**src/common/csl_pkg.sv**
```systemverilog
// constants, states and functional notes for the charge supervision logic
// assumes a single 40 MHz clock; analog comparators arrive as synchronous levels
// Functional notes
// - The indicator is off in qualification, complete, sleep and disconnected states, and on while charging.
// - A safety timer fault, or an invalid cell temperature in qualification or charging, flashes the indicator at 1 Hz, half on and half off.
// - The flash period comes from the same time base as the safety timers and scales with it.
// - A high enable input lets the device run charge cycles.
// - A low enable input ends any charge and puts the device to sleep with the indicator off.
// - Lowering enable ends a charge at any phase and raising it again starts a new cycle.
// - The pass gate drive is forced off whenever the supply is below the lockout level.
// - Below the lockout level the device enters a low-power state and halts charging.
// - Constant-current fast charge always comes before constant voltage.
// - A cell still under the precharge threshold when the precondition timer expires ends the charge in fault.
// - Three safety timers run for 1.0, 1.5 and 3.0 hours at the reference time base.
// - The precondition timer runs only in precondition; fast and elapsed timers start on leaving precondition, fast clears in constant voltage.
// - After completion a new cycle starts when the cell drops under the recharge threshold and qualification holds.
package csl_pkg;
  localparam int unsigned CLK_HZ = 40000000;
  // time base tick at reference capacitance: 2 Hz, half of one flash period
  localparam int unsigned TICK_HZ = 2;
  localparam int unsigned TICK_DIV = CLK_HZ / TICK_HZ;
  localparam int unsigned PRECON_HOURS_X10 = 10;
  localparam int unsigned FAST_HOURS_X10 = 15;
  localparam int unsigned TERM_HOURS_X10 = 30;
  localparam int unsigned PRECON_TICKS = PRECON_HOURS_X10 * 360 * TICK_HZ;
  localparam int unsigned FAST_TICKS = FAST_HOURS_X10 * 360 * TICK_HZ;
  localparam int unsigned TERM_TICKS = TERM_HOURS_X10 * 360 * TICK_HZ;
  localparam int unsigned TMR_W = 16;

  typedef enum logic [3:0] {
    CSL_SLEEP = 4'b0000,
    CSL_QUAL = 4'b0001,
    CSL_PRECON = 4'b0010,
    CSL_FAST = 4'b0011,
    CSL_CV = 4'b0100,
    CSL_DONE = 4'b0101,
    CSL_TFAULT = 4'b0110,
    CSL_TEMPBAD = 4'b0111,
    CSL_NOBAT = 4'b1000,
    CSL_LOCKOUT = 4'b1001
  } csl_state_t;
endpackage

```
**src/csl_timer.sv**
```systemverilog
// one safety timer: counts time base ticks while running, flags expiry
// assumes tick_in is a one-cycle pulse; clear_in wins over counting
`timescale 1ns/100ps
module csl_timer #(
  parameter int unsigned LIMIT = 7200
) (
  // clock and reset
  input wire logic mclk_in,
  input wire logic rst_in,
  // control
  input wire logic clear_in,
  input wire logic run_in,
  input wire logic tick_in,
  // status
  output logic expired_out
);
  logic [csl_pkg::TMR_W-1:0] count_reg;

  always_ff @(posedge mclk_in)
  begin
    if (rst_in || clear_in)
    begin
      count_reg <= '0;
      expired_out <= 1'b0;
    end
    else if (run_in && tick_in && !expired_out)
    begin
      count_reg <= count_reg + 1'b1;
      if (count_reg == csl_pkg::TMR_W'(LIMIT - 1))
        expired_out <= 1'b1;
    end
  end
endmodule // csl_timer

```
**src/csl_top.sv**
```systemverilog
// charge supervision: cycle sequencing, safety timers, status indicator, gate drive enable
// assumes comparator inputs are clean synchronous levels; tick_in from the timing capacitor
`timescale 1ns/100ps
module csl_top #(
  // internal divider period, shortened in simulation
  parameter int unsigned TICK_DIV = csl_pkg::TICK_DIV
) (
  // clock and reset
  input wire logic mclk_in,
  input wire logic rst_in,
  // time base from the timing capacitor oscillator, one pulse per half flash period
  input wire logic cap_tick_in,
  input wire logic use_cap_tick_in,
  // enable and supply
  input wire logic charge_enable_in,
  input wire logic supply_ok_in,
  // cell comparators
  input wire logic battery_present_in,
  input wire logic cell_temp_ok_in,
  input wire logic above_precharge_threshold_in,
  input wire logic at_target_cell_voltage_in,
  input wire logic below_recharge_threshold_in,
  input wire logic current_below_term_in,
  // outputs
  output logic pass_gate_drive_out,
  output logic precondition_current_out,
  output logic low_power_out,
  output logic charge_state_indicator_o_out,
  output logic charge_state_indicator_oe_n_out,
  output logic [3:0] state_out
);
  csl_pkg::csl_state_t state_reg, state_next;
  logic [25:0] div_reg;
  logic div_tick;
  logic tick;
  logic flash_reg;
  logic pre_exp, fast_exp, term_exp;
  logic ind_on;
  logic charging;

  // internal divider only as a stand-in for the capacitor oscillator
  always_ff @(posedge mclk_in)
  begin
    if (rst_in || div_tick)
      div_reg <= '0;
    else
      div_reg <= div_reg + 1'b1;
  end
  assign div_tick = (div_reg == 26'(TICK_DIV - 1));
  assign tick = use_cap_tick_in ? cap_tick_in : div_tick;

  // flash toggles on every time base tick: equal halves of one period
  // limitation: the tick runs free, so the first off half after a fault may be short
  always_ff @(posedge mclk_in)
  begin
    if (rst_in)
      flash_reg <= 1'b0;
    else if (state_reg != csl_pkg::CSL_TFAULT && state_reg != csl_pkg::CSL_TEMPBAD)
      flash_reg <= 1'b0;
    else if (tick)
      flash_reg <= ~flash_reg;
  end

  // safety timers
  csl_timer #(.LIMIT(csl_pkg::PRECON_TICKS)) u_pre (
    .mclk_in(mclk_in),
    .rst_in(rst_in),
    .clear_in(state_reg != csl_pkg::CSL_PRECON),
    .run_in(1'b1),
    .tick_in(tick),
    .expired_out(pre_exp)
  );
  // fast timer clears on entering constant voltage, since its phase is left
  csl_timer #(.LIMIT(csl_pkg::FAST_TICKS)) u_fast (
    .mclk_in(mclk_in),
    .rst_in(rst_in),
    .clear_in(state_reg != csl_pkg::CSL_FAST),
    .run_in(1'b1),
    .tick_in(tick),
    .expired_out(fast_exp)
  );
  // elapsed timer spans fast charge and constant voltage; in the latter it ends the cycle
  csl_timer #(.LIMIT(csl_pkg::TERM_TICKS)) u_term (
    .mclk_in(mclk_in),
    .rst_in(rst_in),
    .clear_in(state_reg != csl_pkg::CSL_FAST && state_reg != csl_pkg::CSL_CV),
    .run_in(1'b1),
    .tick_in(tick),
    .expired_out(term_exp)
  );

  // sequencing; lockout and enable override every phase
  // battery removal comes next, then the phase logic
  always_comb
  begin
    state_next = state_reg;
    if (!supply_ok_in)
      state_next = csl_pkg::CSL_LOCKOUT;
    else if (!charge_enable_in)
      state_next = csl_pkg::CSL_SLEEP;
    else if (!battery_present_in)
      state_next = csl_pkg::CSL_NOBAT;
    else
    begin
      case (state_reg)
        csl_pkg::CSL_SLEEP, csl_pkg::CSL_LOCKOUT, csl_pkg::CSL_NOBAT:
          state_next = csl_pkg::CSL_QUAL;
        // a cell outside its temperature window never advances; the pin flashes instead
        csl_pkg::CSL_QUAL:
          if (!cell_temp_ok_in)
            state_next = csl_pkg::CSL_TEMPBAD;
          else
            state_next = csl_pkg::CSL_PRECON;
        csl_pkg::CSL_PRECON:
          if (!cell_temp_ok_in)
            state_next = csl_pkg::CSL_TEMPBAD;
          else if (above_precharge_threshold_in)
            state_next = csl_pkg::CSL_FAST;
          else if (pre_exp)
            state_next = csl_pkg::CSL_TFAULT;
        csl_pkg::CSL_FAST:
          if (!cell_temp_ok_in)
            state_next = csl_pkg::CSL_TEMPBAD;
          else if (at_target_cell_voltage_in)
            state_next = csl_pkg::CSL_CV;
          else if (fast_exp || term_exp)
            state_next = csl_pkg::CSL_TFAULT;
        csl_pkg::CSL_CV:
          if (!cell_temp_ok_in)
            state_next = csl_pkg::CSL_TEMPBAD;
          else if (current_below_term_in || term_exp)
            state_next = csl_pkg::CSL_DONE;
        // a full cell waits here; only a drop under the recharge threshold with the cell temperature ok restarts
        csl_pkg::CSL_DONE:
          if (below_recharge_threshold_in && cell_temp_ok_in)
            state_next = csl_pkg::CSL_QUAL;
        csl_pkg::CSL_TEMPBAD:
          if (cell_temp_ok_in)
            state_next = csl_pkg::CSL_QUAL;
        csl_pkg::CSL_TFAULT:
          state_next = csl_pkg::CSL_TFAULT; // left only by lowering enable, supply lockout or battery removal
        default:
          state_next = csl_pkg::CSL_SLEEP;
      endcase
    end
  end

  // enable and supply are levels; no edge detect, so a held low keeps the block asleep
  always_ff @(posedge mclk_in)
  begin
    if (rst_in)
      state_reg <= csl_pkg::CSL_SLEEP;
    else
      state_reg <= state_next;
  end

  // decoded from state_next so every output flop lines up with state_out
  assign charging = (state_next == csl_pkg::CSL_PRECON) || (state_next == csl_pkg::CSL_FAST)
                    || (state_next == csl_pkg::CSL_CV);

  // indicator request, before the open-drain inversion
  always_comb
  begin
    case (state_next)
      csl_pkg::CSL_PRECON, csl_pkg::CSL_FAST, csl_pkg::CSL_CV:
        ind_on = 1'b1;
      csl_pkg::CSL_TFAULT, csl_pkg::CSL_TEMPBAD:
        ind_on = flash_reg;
      default:
        ind_on = 1'b0;
    endcase
  end

  // registered outputs, one flop each so no pin sees a glitch of state_next
  // gate drive: supply is checked again so a stale phase can never drive the gate
  always_ff @(posedge mclk_in)
  begin
    if (rst_in)
      pass_gate_drive_out <= 1'b0;
    else
      pass_gate_drive_out <= charging && supply_ok_in;
  end

  // trickle current request, high only in precondition
  always_ff @(posedge mclk_in)
  begin
    if (rst_in)
      precondition_current_out <= 1'b0;
    else
      precondition_current_out <= (state_next == csl_pkg::CSL_PRECON);
  end

  always_ff @(posedge mclk_in)
  begin
    if (rst_in)
      low_power_out <= 1'b1;
    else
      low_power_out <= (state_next == csl_pkg::CSL_LOCKOUT)
                       || (state_next == csl_pkg::CSL_SLEEP);
  end

  // open-drain pin: data stays low, only the enable moves
  always_ff @(posedge mclk_in)
  begin
    if (rst_in)
    begin
      charge_state_indicator_o_out <= 1'b0;
      charge_state_indicator_oe_n_out <= 1'b1;
    end
    else
    begin
      charge_state_indicator_o_out <= 1'b0;
      charge_state_indicator_oe_n_out <= ~ind_on;
    end
  end

  always_ff @(posedge mclk_in)
  begin
    if (rst_in)
      state_out <= 4'h0;
    else
      state_out <= state_next;
  end
endmodule // csl_top

```
**config.mk**
```make
export PLATFORM = sky130hd
export DESIGN_NAME = csl_top
export DESIGN_NICKNAME = d
export VERILOG_FILES = /design/src/common/csl_pkg.sv /design/src/csl_timer.sv /design/src/csl_top.sv
export SDC_FILE = /design/constraint.sdc
export NUM_CORES = 1
export LEC_CHECK = 0
export BUFFER_PORTS_ARGS = -buffer_cell sky130_fd_sc_hd__buf_2
export CORE_ASPECT_RATIO = 1.25
export CORE_MARGIN = 10
export CORE_UTILIZATION = 48
export CTS_BUF_LIST = sky130_fd_sc_hd__clkbuf_16
export DETAILED_ROUTE_END_ITERATION = 8
export MAX_ROUTING_LAYER = met4
export PLACE_DENSITY = 0.64
export SKIP_LAST_GASP = 1
export SLEW_MARGIN = 20
export SYNTH_ARGS = -nofsm -noshare
export SYNTH_HDL_FRONTEND = slang
export SYNTH_SLANG_ARGS = --single-unit
```
**constraint.sdc**
```tcl
create_clock -name mclk_in -period 2.9 [get_ports mclk_in]
set_input_delay 0.58 -clock mclk_in [delete_from_list [all_inputs] [get_ports mclk_in]]
set_output_delay 0.58 -clock mclk_in [all_outputs]
set_load 0.01 [all_outputs]
```
# After elaboration in Yosys (flattened, before gate mapping)
# Cells that the tools add are included.
# totals
register_bits	86
inputBits	12
output_inout_bits	9
word_cells	88
# op_classes
add_sub_neg	4
n_eq_ne	24
n_mux	17
n_bitwise	2
n_reduce_logical	28
# op_table
cell	n
$mux W4	13
$add A16 B1 Y16 const B	3
$pmux W4 S8	1
$eq A4 B3 Y1 const B	7
$add A26 B1 Y26 const B	1
$eq A26 B25 Y1 const B	1
$eq A16 B13 Y1 const B	1
$eq A16 B14 Y1 const B	1
$eq A16 B15 Y1 const B	1
$eq A4 B2 Y1 const B	4
$eq A4 B4 Y1 const B	3
$ne A4 B3 Y1 const B	3
$logic_or A1 B1 Y1	9
$logic_not A4 Y1	2
$ne A4 B2 Y1 const B	2
$logic_and A1 B1 Y1	7
$reduce_and A2 Y1	3
$reduce_or A3 Y1	2
$eq A4 B1 Y1 const B	1
$reduce_or A2 Y1	2
$logic_not A1 Y1	3
$mux W3	1
$not A1 Y1	2
$pmux W1 S2	1
$mux W1	1

# Logic depth before layout (Yosys ltp)
# depth
ltp_word	12
mapped_depth	8
mapped_depth_nobuf	6

# By module
# From an unflattened synthesis, not the netlist that was laid out.
# unflattened
cells_unflattened	495
hier_area_um2	4237.8
# modules_own_cells
module	instances	cells_per_inst	area_each_um2	seq_area_each_um2
csl_top	1	212	1789.2	700.7
csl_timer at u_term	1	92	820.8	340.3
csl_timer at u_fast	1	97	818.3	340.3
csl_timer at u_pre	1	94	809.5	340.3

# Worst setup path before layout
# Ideal clock, no wire load.
# synth_timing
path_kind	register -> register
startpoint	reg div_reg[0]
endpoint	reg u_pre.count_reg[15] (netlist bit)
setup_ns	0.072
arrival_time_ns	2.164
required_ns	2.828
setup_slack_ns	0.664
stages_incl_launch_ff	9
n_path_buf	2
synth_period_minus_slack_ns	2.236
path_cell_list	dfxtp_1 -> ha_1 -> and4_1 -> nand4_2 -> o41a_1 -> buf_2 -> buf_2 -> nor4b_2 -> mux2i_1
# synth_between
elab_chain_len	3
# synth_lines
element	line	rtl
start: declaration	csl_top.sv:33	logic [25:0] div_reg;
start signal: assignment	csl_top.sv:47	div_reg <= div_reg + 1'b1;
$eq A26 B25 Y1	csl_top.sv:49	assign div_tick = (div_reg == 26'(TICK_DIV - 1));
$mux W1	csl_top.sv:50	assign tick = use_cap_tick_in ? cap_tick_in : div_tick;
$logic_and A1 B1 Y1	csl_timer.sv:26	else if (run_in && tick_in && !expired_out)
end signal: assignment	csl_timer.sv:28	count_reg <= count_reg + 1'b1;
end: declaration	csl_timer.sv:17	logic [csl_pkg::TMR_W-1:0] count_reg;
# No other way between the ends.
# A chain may end at the register's enable or synchronous reset.

# Worst setup path after layout
# layout_timing
startpoint	reg div_reg[0]
endpoint	reg u_pre.count_reg[9] (netlist bit)
# Same word-level chain as after synthesis.

==> impl.org <==
** Outcome
- The run finished with clean final reports.

** Setup path
- Crit end category :: flop
- In this run the worst setup path begins at div_reg[0].
- The most critical setup path has its endpoint at u_pre.count_reg[9].
- Critical Setup Path Class :: flop to flop
- Slack of the worst reg-to-reg path :: between 0.3 and 0.4 ns
- R2R depth :: 7
- CP Data Arrival Time :: between 2 and 3 ns
- Of all nets on the critical path, the largest fanout is 94.
- Reg2Reg Launch Point :: div_reg[0]
- RR Endpoint :: u_pre.count_reg[9]
- Setup crit start kind :: flop
- Data on the critical path is required at its endpoint by 3.17 ns.

** Clocking
- Post-CTS Resized :: 0
- H-tree depth :: 3
- Clock-pin slew of the registers on the worst-case setup and hold paths :: 0.06 ns
- Maximum clock path buffer count :: 2
- Sinks on Clock Net :: 86
- CTS tree :: done
- Clk Tree Root Cell :: clkbuf_16
- Number of clock buffers inserted by TritonCTS :: 9
- Number of hold-repair buffers added at the cts stage :: 0
- Post-CTS setup buffer count :: 0
- For the worst-skew pair, the clock arrives at the later sink with an insertion delay of about 0.34 ns.

** Drt
- The detail route stage leaves a number of antenna-violating nets equal to 0.
- Violation count after the first detailed-route iteration :: 188
- After detailed routing, the average wire length per cell comes to roughly 14 µm.
- Total detailed-routing wirelength :: 9.121 mm
- The final route contains between 3,000 and 4,000 vias.
- For this run, design rule violations remaining after detail routing come to 0.
- Mean number of vias per cell :: a little under 6
- Count of TritonRoute iterations in the first routing pass :: 4

** Synth
- In the synthesized netlist the dominant register cell turns out to be dfxtp_1.
- Async SR Flop Fraction :: 0%
- Dividing the synthesized area by the synthesized cell count gives 8.319 µm².
- Counting flops with a built-in enable in the synthesized netlist gives 0.
- Yosys mapped the design onto 52 distinct sky130hd cell types.
- Ys Warns :: 0
- Synthesized netlist net count :: 531
- The synthesized netlist occupies a cell area of roughly 4300 µm².
- Register bit count reported by yosys :: 86
- After synthesis, flip-flops and latches occupy between 40% and 50% of the total area.
- In the synthesized netlist, the number of instances is ~500.

** Pwr
- Across the VDD grid, the largest voltage drop is 299.1 µV.
- The analysis attributes to cell leakage a power of around 1.5 nW.
- The completed layout was analyzed and its total power is between 2 and 2.5 mW.
- Dividing total power by cell area gives a power density of 503.8 nW/µm².

** Timing
- Number of setup violations in the final report :: 0
- Accumulated negative setup slack :: 0 ns
- Across the routed clock network, the largest skew measured is 0.006874 ns.
- Based on the critical path, the design can be clocked at up to 0.3949 GHz.
- The count of final max-slew check failures was 0.
- Unrepaired setup endpoints after global routing :: false
- After layout, the minimum clock period comes to around 2.5 ns.
- Final Worst Setup Slack :: roughly 0.37 ns
- Normalized max-slew margin :: a little under three fifths
- Final critical-path share of the clock period :: roughly 87%
- Actual transition at the worst max-transition pin :: 0.6373 ns
- Final Hold Viols :: 0

** Global routing
- In this run the most used layer during global routing was met2.
- Across every metal layer, demand over resource in global routing totals between 10% and 20%.
- Antenna violations before repair :: 0
- Overflow left after global routing :: 0
- Met1 track utilization from global routing :: between 15 and 20%
- Vias in the first global route :: about 3,500
- Entering global routing, the biggest net connects 95 pins.
- Global routing consumed, on the met2 layer, between 20% and 30% of the routing resources.
- Global routing used roughly 2.3% of the available met3 tracks.
- The first global-routing pass estimated between 15 and 20 mm of wire.

** Layout
- The register with the most flip-flops in the layout has 26 of them.
- Of the cells placed in the final design, the portion with a size suffix greater than 1 is 9.641%.
- After the last flow step, the layout net total stands at 540.
- Fillers :: about 830
- Layout overhead on the synthesized area :: 11.80%
- The number of antenna diodes in the final layout is 0.
- Final core area utilization :: a little under three fifths

** Placement
- Placer's final routability congestion estimate :: just over 0.8
- Worst slack after detailed placement :: between 0.3 and 0.4 ns
- Count of input and output buffers :: 19
- Detailed placement ended at an HPWL of about 6.2 mm.

** Flow run
- Max Cap Violations :: 0

** Floorplanning
- Die extent in x :: 104.5 µm
- The total area inside the core boundary comes to 8701 µm².
- Num rows :: 38
- Die area :: about 13,000 µm²
- Pin placement for this block handled 21 I/O pins.
- Vertical die dimension :: 125.6 µm
- Starting density of the core :: 49.24%

** Hold path
- Type of the tightest min-delay check :: flop to flop
==> cell families (layout without fill, tap and decap cells) <==
| group | Yosys count | in the layout | share of synthesized area, % |
|---|---|---|---|
| adder cells (fa/ha/maj) | 4 | 4 | 1.168 |
| other | 1 | 1 | 0.08753 |
| multiplexers | 1 | 1 | 0.2337 |
| XOR/XNOR | 25 | 25 | 5.111 |
| AND/OR/NAND/NOR | 240 | 240 | 32.45 |
| flip-flops | 86 | 86 | 40.19 |
| buffers and inverters | 40 | 54 | 3.709 |
| AO/OA/AOI/OAI | 118 | 118 | 17.06 |
==> worst min-delay path by stage <==
| stage | from | slack, ns | cells past startpoint | end |
|---|---|---|---|---|
| after global placement | div_reg[0] | 0.44 | 1 | div_reg[0] |
| after CTS | supply_ok_in | 0.46 | 2 | state_out[3] |
| after global routing | rst_in | 0.49 | 2 | state_out[0] |
| after detailed placement | div_reg[0] | 0.46 | 1 | div_reg[0] |
| after floorplan | div_reg[0] | 0.43 | 1 | div_reg[0] |
| final | div_reg[0] | 0.47 | 1 | div_reg[0] |
==> critical path: stages (launching register included) <==
cell and delay, ns:
dfxtp_1 0.37, ha_1 0.24, and4_1 0.25, nand4_2 0.17, o41a_2 0.50, buf_12 0.23, or4_1 0.53, a21oi_1 0.14
==> synthesized netlist by cell type, drive strengths merged (3+ instances only) <==
cell type  count  share of area, %
clkbuf        25               2.2
nand2b        13               1.9
nand3         26               3.0
xnor2          7               1.4
nor4           7               1.0
ha             4               1.2
and4           7               1.4
o31ai         32               5.6
nor4b          5               1.2
nor2          44               3.9
and3          10               1.5
and2           3              0.44
dfxtp         86                40
or3           13               1.9
o21ai         17               2.0
nand2         30               2.6
nand3b         6               1.1
or4           34               6.0
nand4         21               3.2
o211ai         3              0.53
inv            9              0.79
a21oi         50               5.8
nand4b         4              0.82
xor2          18               3.7
buf            6              0.73
nor3           9               1.1
==> area by class of cell <==
type / instances / area (µm²) / share of cell area, %
Sequential cell: 86 / 1722 / 35.95
Multi-Input combinational cell: 389 / 2410 / 50.31
Inverter: 9 / 33.78 / 0.7053
Clock buffer: 9 / 225.2 / 4.702
Tap cell: 120 / 150.1 / 3.135
Timing Repair Buffer: 29 / 182.7 / 3.814
Clock inverter: 7 / 66.31 / 1.385
==> routing by layer <==
metal | share of wire [%] | wire length, µm
met1 | 46 | 4236
met4 | 2.1 | 189
met2 | 49 | 4499
met5 | 0 | 0
met3 | 2.1 | 196
==> power breakdown <==
group,switching [mW],total (mW),internal [mW],leakage (nW)
Sequential,0.00941,1.20,1.19,0.694
Clock,0.466,1.13,0.662,0.144
Combinational,0.0558,0.0874,0.0316,0.639
Total,0.532,2.41,1.88,1.48
==> cells in the final DEF (no fill, tap or decap), types with 16 or more instances in the layout <==
cell / instances
buf_2: 19
nor2_1: 44
nand4_1: 20
xor2_1: 18
nand2_1: 30
o31ai_1: 31
dfxtp_1: 86
or4_1: 34
a21oi_1: 50
o21ai_0: 16
nand3_1: 26
==> stage by stage <==
stage / cells / hold WS, ns / area (µm²)
floorplan: 515 / 0.4297 / 4284
global placement: 633 / 0.4433 / 4498
detailed placement: 633 / 0.4594 / 4498
CTS: 649 / 0.4613 / 4790
global route: 649 / 0.4870 / 4790
finish: 649 / 0.4722 / 4790
Note: power is estimated with default switching activity, not from simulation.
